--- config.mk ---
export PLATFORM = sky130hd
export DESIGN_NAME = dis_builder
export DESIGN_NICKNAME = d
export VERILOG_FILES = /design/src/dis_fifo.v /design/src/dis_flags.v /design/src/dis_builder.v
export VERILOG_INCLUDE_DIRS = /design/src
export SDC_FILE = /design/constraint.sdc
export NUM_CORES = 1
export LEC_CHECK = 0
export BUFFER_PORTS_ARGS = -buffer_cell sky130_fd_sc_hd__buf_2
export CAP_MARGIN = 20
export CORE_MARGIN = 8
export CORE_UTILIZATION = 30
export DETAILED_ROUTE_END_ITERATION = 12
export RECOVER_POWER = 50
export SLEW_MARGIN = 20
export SYNTH_ARGS = -nofsm -noshare
export SYNTH_HDL_FRONTEND = slang
export SYNTH_SLANG_ARGS = --single-unit
--- constraint.sdc ---
create_clock -name sys_clk -period 5.1 [get_ports sys_clk]
set_input_delay 0.765 -clock sys_clk [delete_from_list [all_inputs] [get_ports sys_clk]]
set_output_delay 0.765 -clock sys_clk [all_outputs]
set_load 0.02 [all_outputs]
--- src/dis_map.vh ---
// constants for the interrupt section builder
`ifndef DIS_MAP_VH
`define DIS_MAP_VH
`define DIS_SEC_MAX_BYTES 5'd20
`define DIS_START_PLAIN 8'h09
`define DIS_START_ENH 8'h10
`define DIS_CHAN_DIAG_LEN 8'h03
`define DIS_HDR_BYTES 5'd4
`define DIS_DIAG_REC_BYTES 5'd16
`define DIS_HW_INFO_BYTES 5'd4
`define DIS_BASE_SLOT 8'h02
`define DIS_NEW_X5 8'h1B
`define DIS_NEW_X9 8'h08
`define DIS_NEW_X10 8'h08
`define DIS_BASE_LEN_NEW 5'd20
`define DIS_BASE_LEN_OLD 5'd8
`define DIS_EXT_FAULT 5'b1_1010
`define DIS_BIT_GEN 0
`define DIS_BIT_INT 1
`define DIS_BIT_CFG 2
`define DIS_BIT_INACC 3
`define DIS_BIT_LOAD 4
`define DIS_BIT_UNPAR 6
`define DIS_BIT_PARM 7
`define DIS_KIND_DIAG 2'b01
`define DIS_KIND_HW 2'b10
`define DIS_KIND_BASE 2'b11
`define DIS_FIFO_DEPTH 32
`endif

--- src/dis_fifo.v ---
// synchronous byte fifo with valid/ready on both sides
`timescale 1ns/1ps
module dis_fifo #(
	parameter WIDTH = 8,
	parameter DEPTH = 32,
	parameter AW = 5
) (
	input wire sys_clk,
	input wire nrst,
	input wire [WIDTH-1:0] in_data,
	input wire in_valid,
	output wire in_ready,
	output wire [WIDTH-1:0] out_data,
	output wire out_valid,
	input wire out_ready
);
	reg [WIDTH-1:0] mem [0:DEPTH-1];
	reg [AW-1:0] wr_ptr_reg;
	reg [AW-1:0] rd_ptr_reg;
	reg [AW:0] count_reg;
	wire push;
	wire pop;

	// full and empty taken straight from the occupancy count
	assign in_ready = (count_reg != DEPTH[AW:0]);
	assign out_valid = (count_reg != {(AW+1){1'b0}});
	assign out_data = mem[rd_ptr_reg];
	assign push = in_valid & in_ready;
	assign pop = out_valid & out_ready;

	// storage has no reset, only the pointers and the count do
	always @(posedge sys_clk)
	begin
		if (push)
			mem[wr_ptr_reg] <= in_data;
	end

	// pointer and count bookkeeping
	always @(posedge sys_clk or negedge nrst)
	begin
		if (!nrst)
		begin
			wr_ptr_reg <= {AW{1'b0}};
			rd_ptr_reg <= {AW{1'b0}};
			count_reg <= {(AW+1){1'b0}};
		end
		else
		begin
			if (push)
				wr_ptr_reg <= wr_ptr_reg + 1'b1;
			if (pop)
				rd_ptr_reg <= rd_ptr_reg + 1'b1;
			if (push && !pop)
				count_reg <= count_reg + 1'b1;
			else if (pop && !push)
				count_reg <= count_reg - 1'b1;
		end
	end
endmodule // dis_fifo

--- src/dis_flags.v ---
// base unit error-flag byte encoder, new and old layouts
`timescale 1ns/1ps
`include "dis_map.vh"
module dis_flags (
	input wire old_layout,
	input wire err_internal,
	input wire err_config,
	input wire err_inaccessible,
	input wire err_load,
	input wire err_unparam,
	input wire err_param,
	input wire logic_supply_low,
	output reg [7:0] flag_byte
);
	// new layout keeps every err cause but not logic_supply_low, old layout folds malfunction into bit 0
	always @*
	begin
		flag_byte = 8'h00;
		if (old_layout)
		begin
			flag_byte[`DIS_BIT_CFG] = err_config;
			flag_byte[`DIS_BIT_LOAD] = err_load;
			flag_byte[`DIS_BIT_PARM] = err_param;
			flag_byte[`DIS_BIT_GEN] = logic_supply_low | (err_config & err_load);
		end
		else
		begin
			flag_byte[`DIS_BIT_INT] = err_internal;
			flag_byte[`DIS_BIT_CFG] = err_config;
			flag_byte[`DIS_BIT_INACC] = err_inaccessible;
			flag_byte[`DIS_BIT_LOAD] = err_load;
			flag_byte[`DIS_BIT_UNPAR] = err_unparam;
			flag_byte[`DIS_BIT_PARM] = err_param;
			flag_byte[`DIS_BIT_GEN] = err_internal | err_config | err_inaccessible | err_load
				| err_unparam | err_param;
		end
	end
endmodule // dis_flags

--- src/dis_builder.v ---
// builds the interrupt section of a slave diagnostic frame as a byte stream
`timescale 1ns/1ps
`include "dis_map.vh"
module dis_builder (
	input wire sys_clk,
	input wire nrst,
	input wire irq_valid,
	input wire [1:0] irq_kind,
	input wire [7:0] irq_type,
	input wire [7:0] irq_slot,
	input wire [7:0] irq_spec,
	input wire [127:0] irq_record,
	input wire [31:0] irq_hw_info,
	input wire irq_from_expansion_unit,
	input wire base_old_layout,
	input wire err_internal,
	input wire err_config,
	input wire err_inaccessible,
	input wire err_load,
	input wire err_unparam,
	input wire err_param,
	input wire logic_supply_low,
	input wire enhanced_diag,
	input wire [3:0] chan_diag_count,
	input wire frame_req,
	output reg [7:0] sec_start_reg,
	output reg [4:0] sec_len_reg,
	output reg irq_pending_reg,
	output reg [4:0] chan_err_type_reg,
	output reg chan_err_valid_reg,
	output reg busy_reg,
	output reg [7:0] out_data_reg,
	output reg out_valid_reg,
	output reg out_last_reg,
	input wire out_ready
);
	localparam ST_IDLE = 3'b001;
	localparam ST_FILL = 3'b010;
	localparam ST_DRAIN = 3'b100;

	reg [7:0] sec_reg [0:19];
	reg [4:0] len_reg;
	reg [2:0] state_reg;
	reg [4:0] idx_reg;
	reg [4:0] left_reg;
	reg [7:0] fifo_in;
	reg fifo_in_valid;
	reg fifo_in_last;
	wire fifo_in_ready;
	wire [8:0] fifo_out;
	wire fifo_out_valid;
	wire fifo_out_ready;
	wire [7:0] flag_byte;
	wire [7:0] start_next;
	reg [4:0] len_next;

	// section image pieces and shared strobes
	wire [7:0] enh_start;
	wire take_irq;
	wire frame_go;
	wire drain_done;
	wire [7:0] slot_sel;
	wire [7:0] base_x5;
	wire [7:0] base_x9;
	wire [7:0] base_x10;
	wire [31:0] hdr_bytes;
	wire [127:0] hw_bytes;
	wire [127:0] base_bytes;
	wire [159:0] sec_img;
	genvar g;
	integer i;

	dis_flags u_flags (
		.old_layout(base_old_layout),
		.err_internal(err_internal),
		.err_config(err_config),
		.err_inaccessible(err_inaccessible),
		.err_load(err_load),
		.err_unparam(err_unparam),
		.err_param(err_param),
		.logic_supply_low(logic_supply_low),
		.flag_byte(flag_byte)
	);

	// strobes shared by the capture and the sequencer
	// capture only while idle, so one frame never carries two interrupts
	assign take_irq = irq_valid && (state_reg == ST_IDLE);
	// a frame waits out a capture in the same cycle so it streams the newest section
	assign frame_go = frame_req && irq_pending_reg && !irq_valid && (state_reg == ST_IDLE);
	// section fully handed over once the copy is done and the fifo is empty
	assign drain_done = (state_reg == ST_DRAIN) && (left_reg == 5'd0) && !fifo_out_valid;

	// start byte: fixed at nine, or after the status block and the three-byte channel entries
	assign enh_start = `DIS_START_ENH + {3'b000, chan_diag_count, 1'b0} + {4'h0, chan_diag_count};
	assign start_next = enhanced_diag ? enh_start : `DIS_START_PLAIN;

	// section length per interrupt kind, capped at the section maximum
	always @*
	begin
		case (irq_kind)
			`DIS_KIND_DIAG: len_next = `DIS_HDR_BYTES + `DIS_DIAG_REC_BYTES;
			`DIS_KIND_HW: len_next = `DIS_HDR_BYTES + `DIS_HW_INFO_BYTES;
			`DIS_KIND_BASE: len_next = base_old_layout ? `DIS_BASE_LEN_OLD : `DIS_BASE_LEN_NEW;
			default: len_next = `DIS_HDR_BYTES;
		endcase
		if (len_next > `DIS_SEC_MAX_BYTES)
			len_next = `DIS_SEC_MAX_BYTES;
	end

	// header bytes: length, type, slot, specifier; base unit sections always name slot two
	assign slot_sel = (irq_kind == `DIS_KIND_BASE) ? `DIS_BASE_SLOT : irq_slot;
	assign hdr_bytes = {irq_spec, slot_sel, irq_type, 3'b000, len_next};

	// hardware info fills four body bytes, the rest of the body stays zero
	assign hw_bytes = {96'h0, irq_hw_info};

	// base unit body: flags at x+4, fixed bytes only in the new layout, old layout leaves them zero
	assign base_x5 = base_old_layout ? 8'h00 : `DIS_NEW_X5;
	assign base_x9 = base_old_layout ? 8'h00 : `DIS_NEW_X9;
	assign base_x10 = base_old_layout ? 8'h00 : `DIS_NEW_X10;
	assign base_bytes = {72'h0, base_x10, base_x9, 24'h0, base_x5, flag_byte};

	// section image, one byte position per entry; unused positions come out zero
	generate
		for (g = 0; g < 20; g = g + 1)
		begin : g_img
			if (g < 4)
			begin : g_hdr
				// header positions pass straight through
				assign sec_img[8*g +: 8] = hdr_bytes[8*g +: 8];
			end
			else
			begin : g_body
				wire [7:0] diag_byte;
				wire [7:0] hw_byte;
				wire [7:0] base_byte;
				assign diag_byte = irq_record[8*(g-4) +: 8];
				assign hw_byte = hw_bytes[8*(g-4) +: 8];
				assign base_byte = base_bytes[8*(g-4) +: 8];
				// only the captured kind's bytes survive
				assign sec_img[8*g +: 8] = (irq_kind == `DIS_KIND_DIAG) ? diag_byte :
					(irq_kind == `DIS_KIND_HW) ? hw_byte :
					(irq_kind == `DIS_KIND_BASE) ? base_byte :
					8'h00;
			end
		end
	endgenerate

	// section store; a capture rewrites every position, so a shorter section never inherits old bytes
	always @(posedge sys_clk or negedge nrst)
	begin
		if (!nrst)
		begin
			for (i = 0; i < 20; i = i + 1)
				sec_reg[i] <= 8'h00;
		end
		else if (take_irq)
		begin
			for (i = 0; i < 20; i = i + 1)
				sec_reg[i] <= sec_img[8*i +: 8];
		end
	end

	// capture of the latest interrupt; a new one replaces the held section, no queue
	always @(posedge sys_clk or negedge nrst)
	begin
		if (!nrst)
		begin
			len_reg <= 5'd0;
			irq_pending_reg <= 1'b0;
			sec_start_reg <= `DIS_START_PLAIN;
			sec_len_reg <= 5'd0;
			chan_err_type_reg <= 5'd0;
			chan_err_valid_reg <= 1'b0;
		end
		else
		begin
			sec_start_reg <= start_next;
			if (take_irq)
			begin
				len_reg <= len_next;
				sec_len_reg <= len_next;
				irq_pending_reg <= 1'b1;
				chan_err_valid_reg <= (irq_kind == `DIS_KIND_DIAG) && irq_from_expansion_unit;
				chan_err_type_reg <= `DIS_EXT_FAULT;
			end
			else if (drain_done)
				irq_pending_reg <= 1'b0;
		end
	end

	// frame sequencer: copy the section into the fifo, then wait for drain
	always @(posedge sys_clk or negedge nrst)
	begin
		if (!nrst)
		begin
			state_reg <= ST_IDLE;
			idx_reg <= 5'd0;
			left_reg <= 5'd0;
			fifo_in <= 8'h00;
			fifo_in_valid <= 1'b0;
			fifo_in_last <= 1'b0;
			busy_reg <= 1'b0;
		end
		else
		begin
			case (state_reg)
				ST_IDLE:
				begin
					if (frame_go)
					begin
						state_reg <= ST_FILL;
						idx_reg <= 5'd0;
						left_reg <= len_reg;
						busy_reg <= 1'b1;
					end
				end
				ST_FILL:
				begin
					// back-pressure from the fifo stalls the copy
					if (!fifo_in_valid || fifo_in_ready)
					begin
						if (left_reg != 5'd0)
						begin
							fifo_in <= sec_reg[idx_reg];
							fifo_in_valid <= 1'b1;
							fifo_in_last <= (left_reg == 5'd1);
							idx_reg <= idx_reg + 5'd1;
							left_reg <= left_reg - 5'd1;
						end
						else
						begin
							fifo_in_valid <= 1'b0;
							fifo_in_last <= 1'b0;
							state_reg <= ST_DRAIN;
						end
					end
				end
				ST_DRAIN:
				begin
					if (!fifo_out_valid)
					begin
						state_reg <= ST_IDLE;
						busy_reg <= 1'b0;
					end
				end
				default: state_reg <= ST_IDLE;
			endcase
		end
	end

	dis_fifo #(
		.WIDTH(9),
		.DEPTH(`DIS_FIFO_DEPTH),
		.AW(5)
	) u_fifo (
		.sys_clk(sys_clk),
		.nrst(nrst),
		.in_data({fifo_in_last, fifo_in}),
		.in_valid(fifo_in_valid),
		.in_ready(fifo_in_ready),
		.out_data(fifo_out),
		.out_valid(fifo_out_valid),
		.out_ready(fifo_out_ready)
	);

	// registered output stage; takes a byte when empty or when consumer takes one
	assign fifo_out_ready = !out_valid_reg || out_ready;

	always @(posedge sys_clk or negedge nrst)
	begin
		if (!nrst)
		begin
			out_data_reg <= 8'h00;
			out_valid_reg <= 1'b0;
			out_last_reg <= 1'b0;
		end
		else if (fifo_out_ready)
		begin
			out_valid_reg <= fifo_out_valid;
			out_data_reg <= fifo_out_valid ? fifo_out[7:0] : 8'h00;
			out_last_reg <= fifo_out_valid & fifo_out[8];
		end
	end
endmodule // dis_builder

==> run summary <==
Outcome = finished with violations
Failing checks = max-capacitance violations, max-slew violations
NumNets Final = 2,011
WL per Instance = 19.9 um
Setup crit start kind = register
Distinct cells, synth = 67
Total Neg Setup Slack = 0 ps
Nature of the critical path endpoint = register
Synth Cell Area = 21,600 um^2
Combinational power share = 0.284
Worst-Skew Late Latency = 620 ps
Most common cell after layout, fill and taps aside = nand2_1
Crit path arrival time = 4750 ps
Critical path's top delay family = simple AND/OR/NAND/NOR gates
IO Port Bufs = 229
Area growth from synthesis to layout = 17.5%
CTS HTree Levels = 2
CTS Hold Buffers Added = 0
Avg Cell Area, Syn = 13.5 um^2
Total global routing overflow = 0
Multiplexer area fraction after synthesis = 0.128
Post-Syn Instances = 1,594
Commonest cells after routing, fill and taps aside = 303 x nand2_1, 288 x edfxtp_1, 225 x buf_2
Slowest CP cell = nor3_1
Critical Path Fanout Max = 8
WL met3 = 4210 um
Effective utilization at floorplan = 0.302
Final Hold Viols = 0
Type of the worst setup path = register to register
WP data required = 5620 ps
Initial antenna violation count = 9
Ports = 236
Vias in the first global route = 14,500
Share of cells above drive strength 1 = 0.246
Largest net degree at the start of global routing = 129
Placed cell count = 2,679
Clock power share = 0.262
P_int = 9.47 mW
M1 WL = 24,300 um
Hpwl dp = 37,900 um
Final Cycle Share = 0.830
Post-route clock skew = 32.9 ps
Hold_ws = 345 ps
Fmax = 236 MHz
Buf/Inv on CP = 2
Synth Area in Adders = 0.0123
Min Tclk post-route = 4230 ps
Routed Antenna Nets = 0
Drc violations = 0
Final Instance Count excl. Fillers = 2,787
Rel. slew slack = -1.16
Max Used Layer = met5
TritonRoute pass-1 iters = 5
CTS Sinks = 502
Hold WC Path Type = primary input to register
Final setup violation count = 0
Die ar. = 80,700 um^2
Worst Max-Slew Pin Slew = 3250 ps
Via density = 4.92
Max FFs per register = 288
YS warnings = 0
Primary FF master, synth = edfxtp_1
Worst stage delay on the critical path = 790 ps
Seq pwr share = 0.454
Rows = 98
Met2 wire length = 25,800 um
Power per Cell Area = 571 nW/um^2
Core box area = 71,400 um^2
CP Cell Sequence = or4_1, nor3_1, nor2_1, clkinv_1, ha_1, inv_1, ha_1, a21o_1, a21oi_1, or4_1, nand3_1, xnor2_1
Maximum VDD drop = 274 uV
Total CTS buffers = 54
CTS clk-pin slew, worst paths = 60 ps
First-pass GRT wire length = 86,600 um
Initial DRC count = 1,095
Tot GR Track Use = 0.135
Setup Fix Bufs, Post-CTS = 0
Clock Path Buffers = 3
Die height = 284 um
Switching Fraction = 0.345
#FFs+latches synth = 502
Sequential element share of the synthesized area = 0.650
Async set or reset register ratio after synthesis = 0.426
RD Place Congestion = 0.809
Fin util = 0.355
Post-synthesis xor/xnor area fraction = 0.00528
Resized Gates After CTS = 0
Leak = 9.98 nW
CTS root buf = clkbuf_16
Post-synth EDFFs = 288
Final WL = 55,600 um
CTS tree = built
Number of max-cap violations = 4
Net switching power = 4.98 mW
Post-synthesis simple-gate area fraction = 0.121
Design Power = 14.5 mW
Largest family of logic cells by synthesized area = multiplexers
Max-slew violation count = 157
RSZ-0062 raised after global routing = false
Via count = 13,700
FILL cells = 7,031
Die W = 284 um
Compound-Gate Fraction of Synth Area = 0.0552
stage by stage:
step	cell area, um^2	setup WS, ps
after floorplan	21600	1950
after global placement	23600	1190
after detailed placement	23600	959
after CTS	25300	896
after global routing	25300	407
final	25300	866
worst reg2reg max path, stage by stage, from the launching register on:
cell and delay, ps:
dfrtp_1 400, or4_1 610, nor3_1 790, nor2_1 320, clkinv_1 290, ha_1 310, inv_1 160, ha_1 320
a21o_1 110, a21oi_1 100, or4_1 500, nand3_1 110, xnor2_1 120
final cells by class:
type | count | area (um^2) | share of cell area
clock buffers | 64 | 1400 | 0.0552
multi-input cells | 960 | 6980 | 0.275
repair buffers | 246 | 1320 | 0.0519
well taps | 950 | 1190 | 0.0469
clock inverters | 38 | 335 | 0.0132
inverters | 22 | 82.6 | 0.00326
diodes | 5 | 12.5 | 0.000494
flip-flops and latches | 502 | 14000 | 0.553
power groups by stage:
stage / Sequential (mW) / Combinational, mW / Clock, mW
floorplan: 6.07 / 3.15 / 0
global route: 6.71 / 4.51 / 4.05
finish: 6.56 / 4.10 / 3.79
global placement: 6.57 / 4.06 / 0
CTS: 6.57 / 4.17 / 3.89
detailed placement: 6.64 / 4.15 / 0
logic make-up (layout without fill, tap and decap cells):
| group | count (synthesis) | in the layout |
|---|---|---|
| adder cells (fa/ha/maj) | 20 | 20 |
| buffers and inverters | 137 | 370 |
| other | 1 | 11 |
| AND/OR/NAND/NOR | 604 | 604 |
| flip-flops | 502 | 502 |
| AO/OA/AOI/OAI | 175 | 175 |
| multiplexers | 142 | 142 |
| XOR/XNOR | 13 | 13 |
per-layer routing:
layer,vias to the layer above,GRT usage
li1,6254,-
met4,8,0.0367
met2,484,0.213
met3,78,0.0391
met5,-,0
met1,6889,0.181
cell usage after synthesis, types with 11 or more instances:
| cell type | n | share of area |
|---|---|---|
| inv_1 | 21 | 0.0037 |
| mux4_2 | 107 | 0.11 |
| a21oi_1 | 49 | 0.011 |
| mux2i_1 | 30 | 0.014 |
| clkbuf_1 | 67 | 0.012 |
| xnor2_1 | 11 | 0.0045 |
| a221oi_1 | 31 | 0.013 |
| ha_1 | 18 | 0.010 |
| nand2_1 | 304 | 0.053 |
| nand3_1 | 109 | 0.025 |
| edfxtp_1 | 288 | 0.40 |
| buf_4 | 11 | 0.0038 |
| buf_2 | 29 | 0.0067 |
| nor2_1 | 121 | 0.021 |
| nand2b_1 | 14 | 0.0041 |
| o21ai_0 | 31 | 0.0072 |
| dfrtp_1 | 211 | 0.24 |
worst paths after layout:
path / start / to / cells after the start / slack (ps)
setup reg to reg: u_fifo.count_reg[3]$_DFFE_PN0P_ / u_fifo.count_reg[5]$_DFFE_PN0P_ / 12 / 870
max in group asynchronous: nrst / sec_reg[56]$_DFFE_PN0P_ / 3 / 1140
min in group asynchronous: nrst / sec_reg[105]$_DFFE_PN0P_ / 1 / 1210
setup / recovery: u_fifo.count_reg[3]$_DFFE_PN0P_ / u_fifo.count_reg[5]$_DFFE_PN0P_ / 12 / 870
hold / removal: irq_type[5] / sec_reg[149]$_DFFE_PN0P_ / 3 / 340
hold reg to reg: sec_reg[76]$_DFFE_PN0P_ / sec_reg[76]$_DFFE_PN0P_ / 2 / 460
No activity file was read; power rests on OpenSTA's default activity.
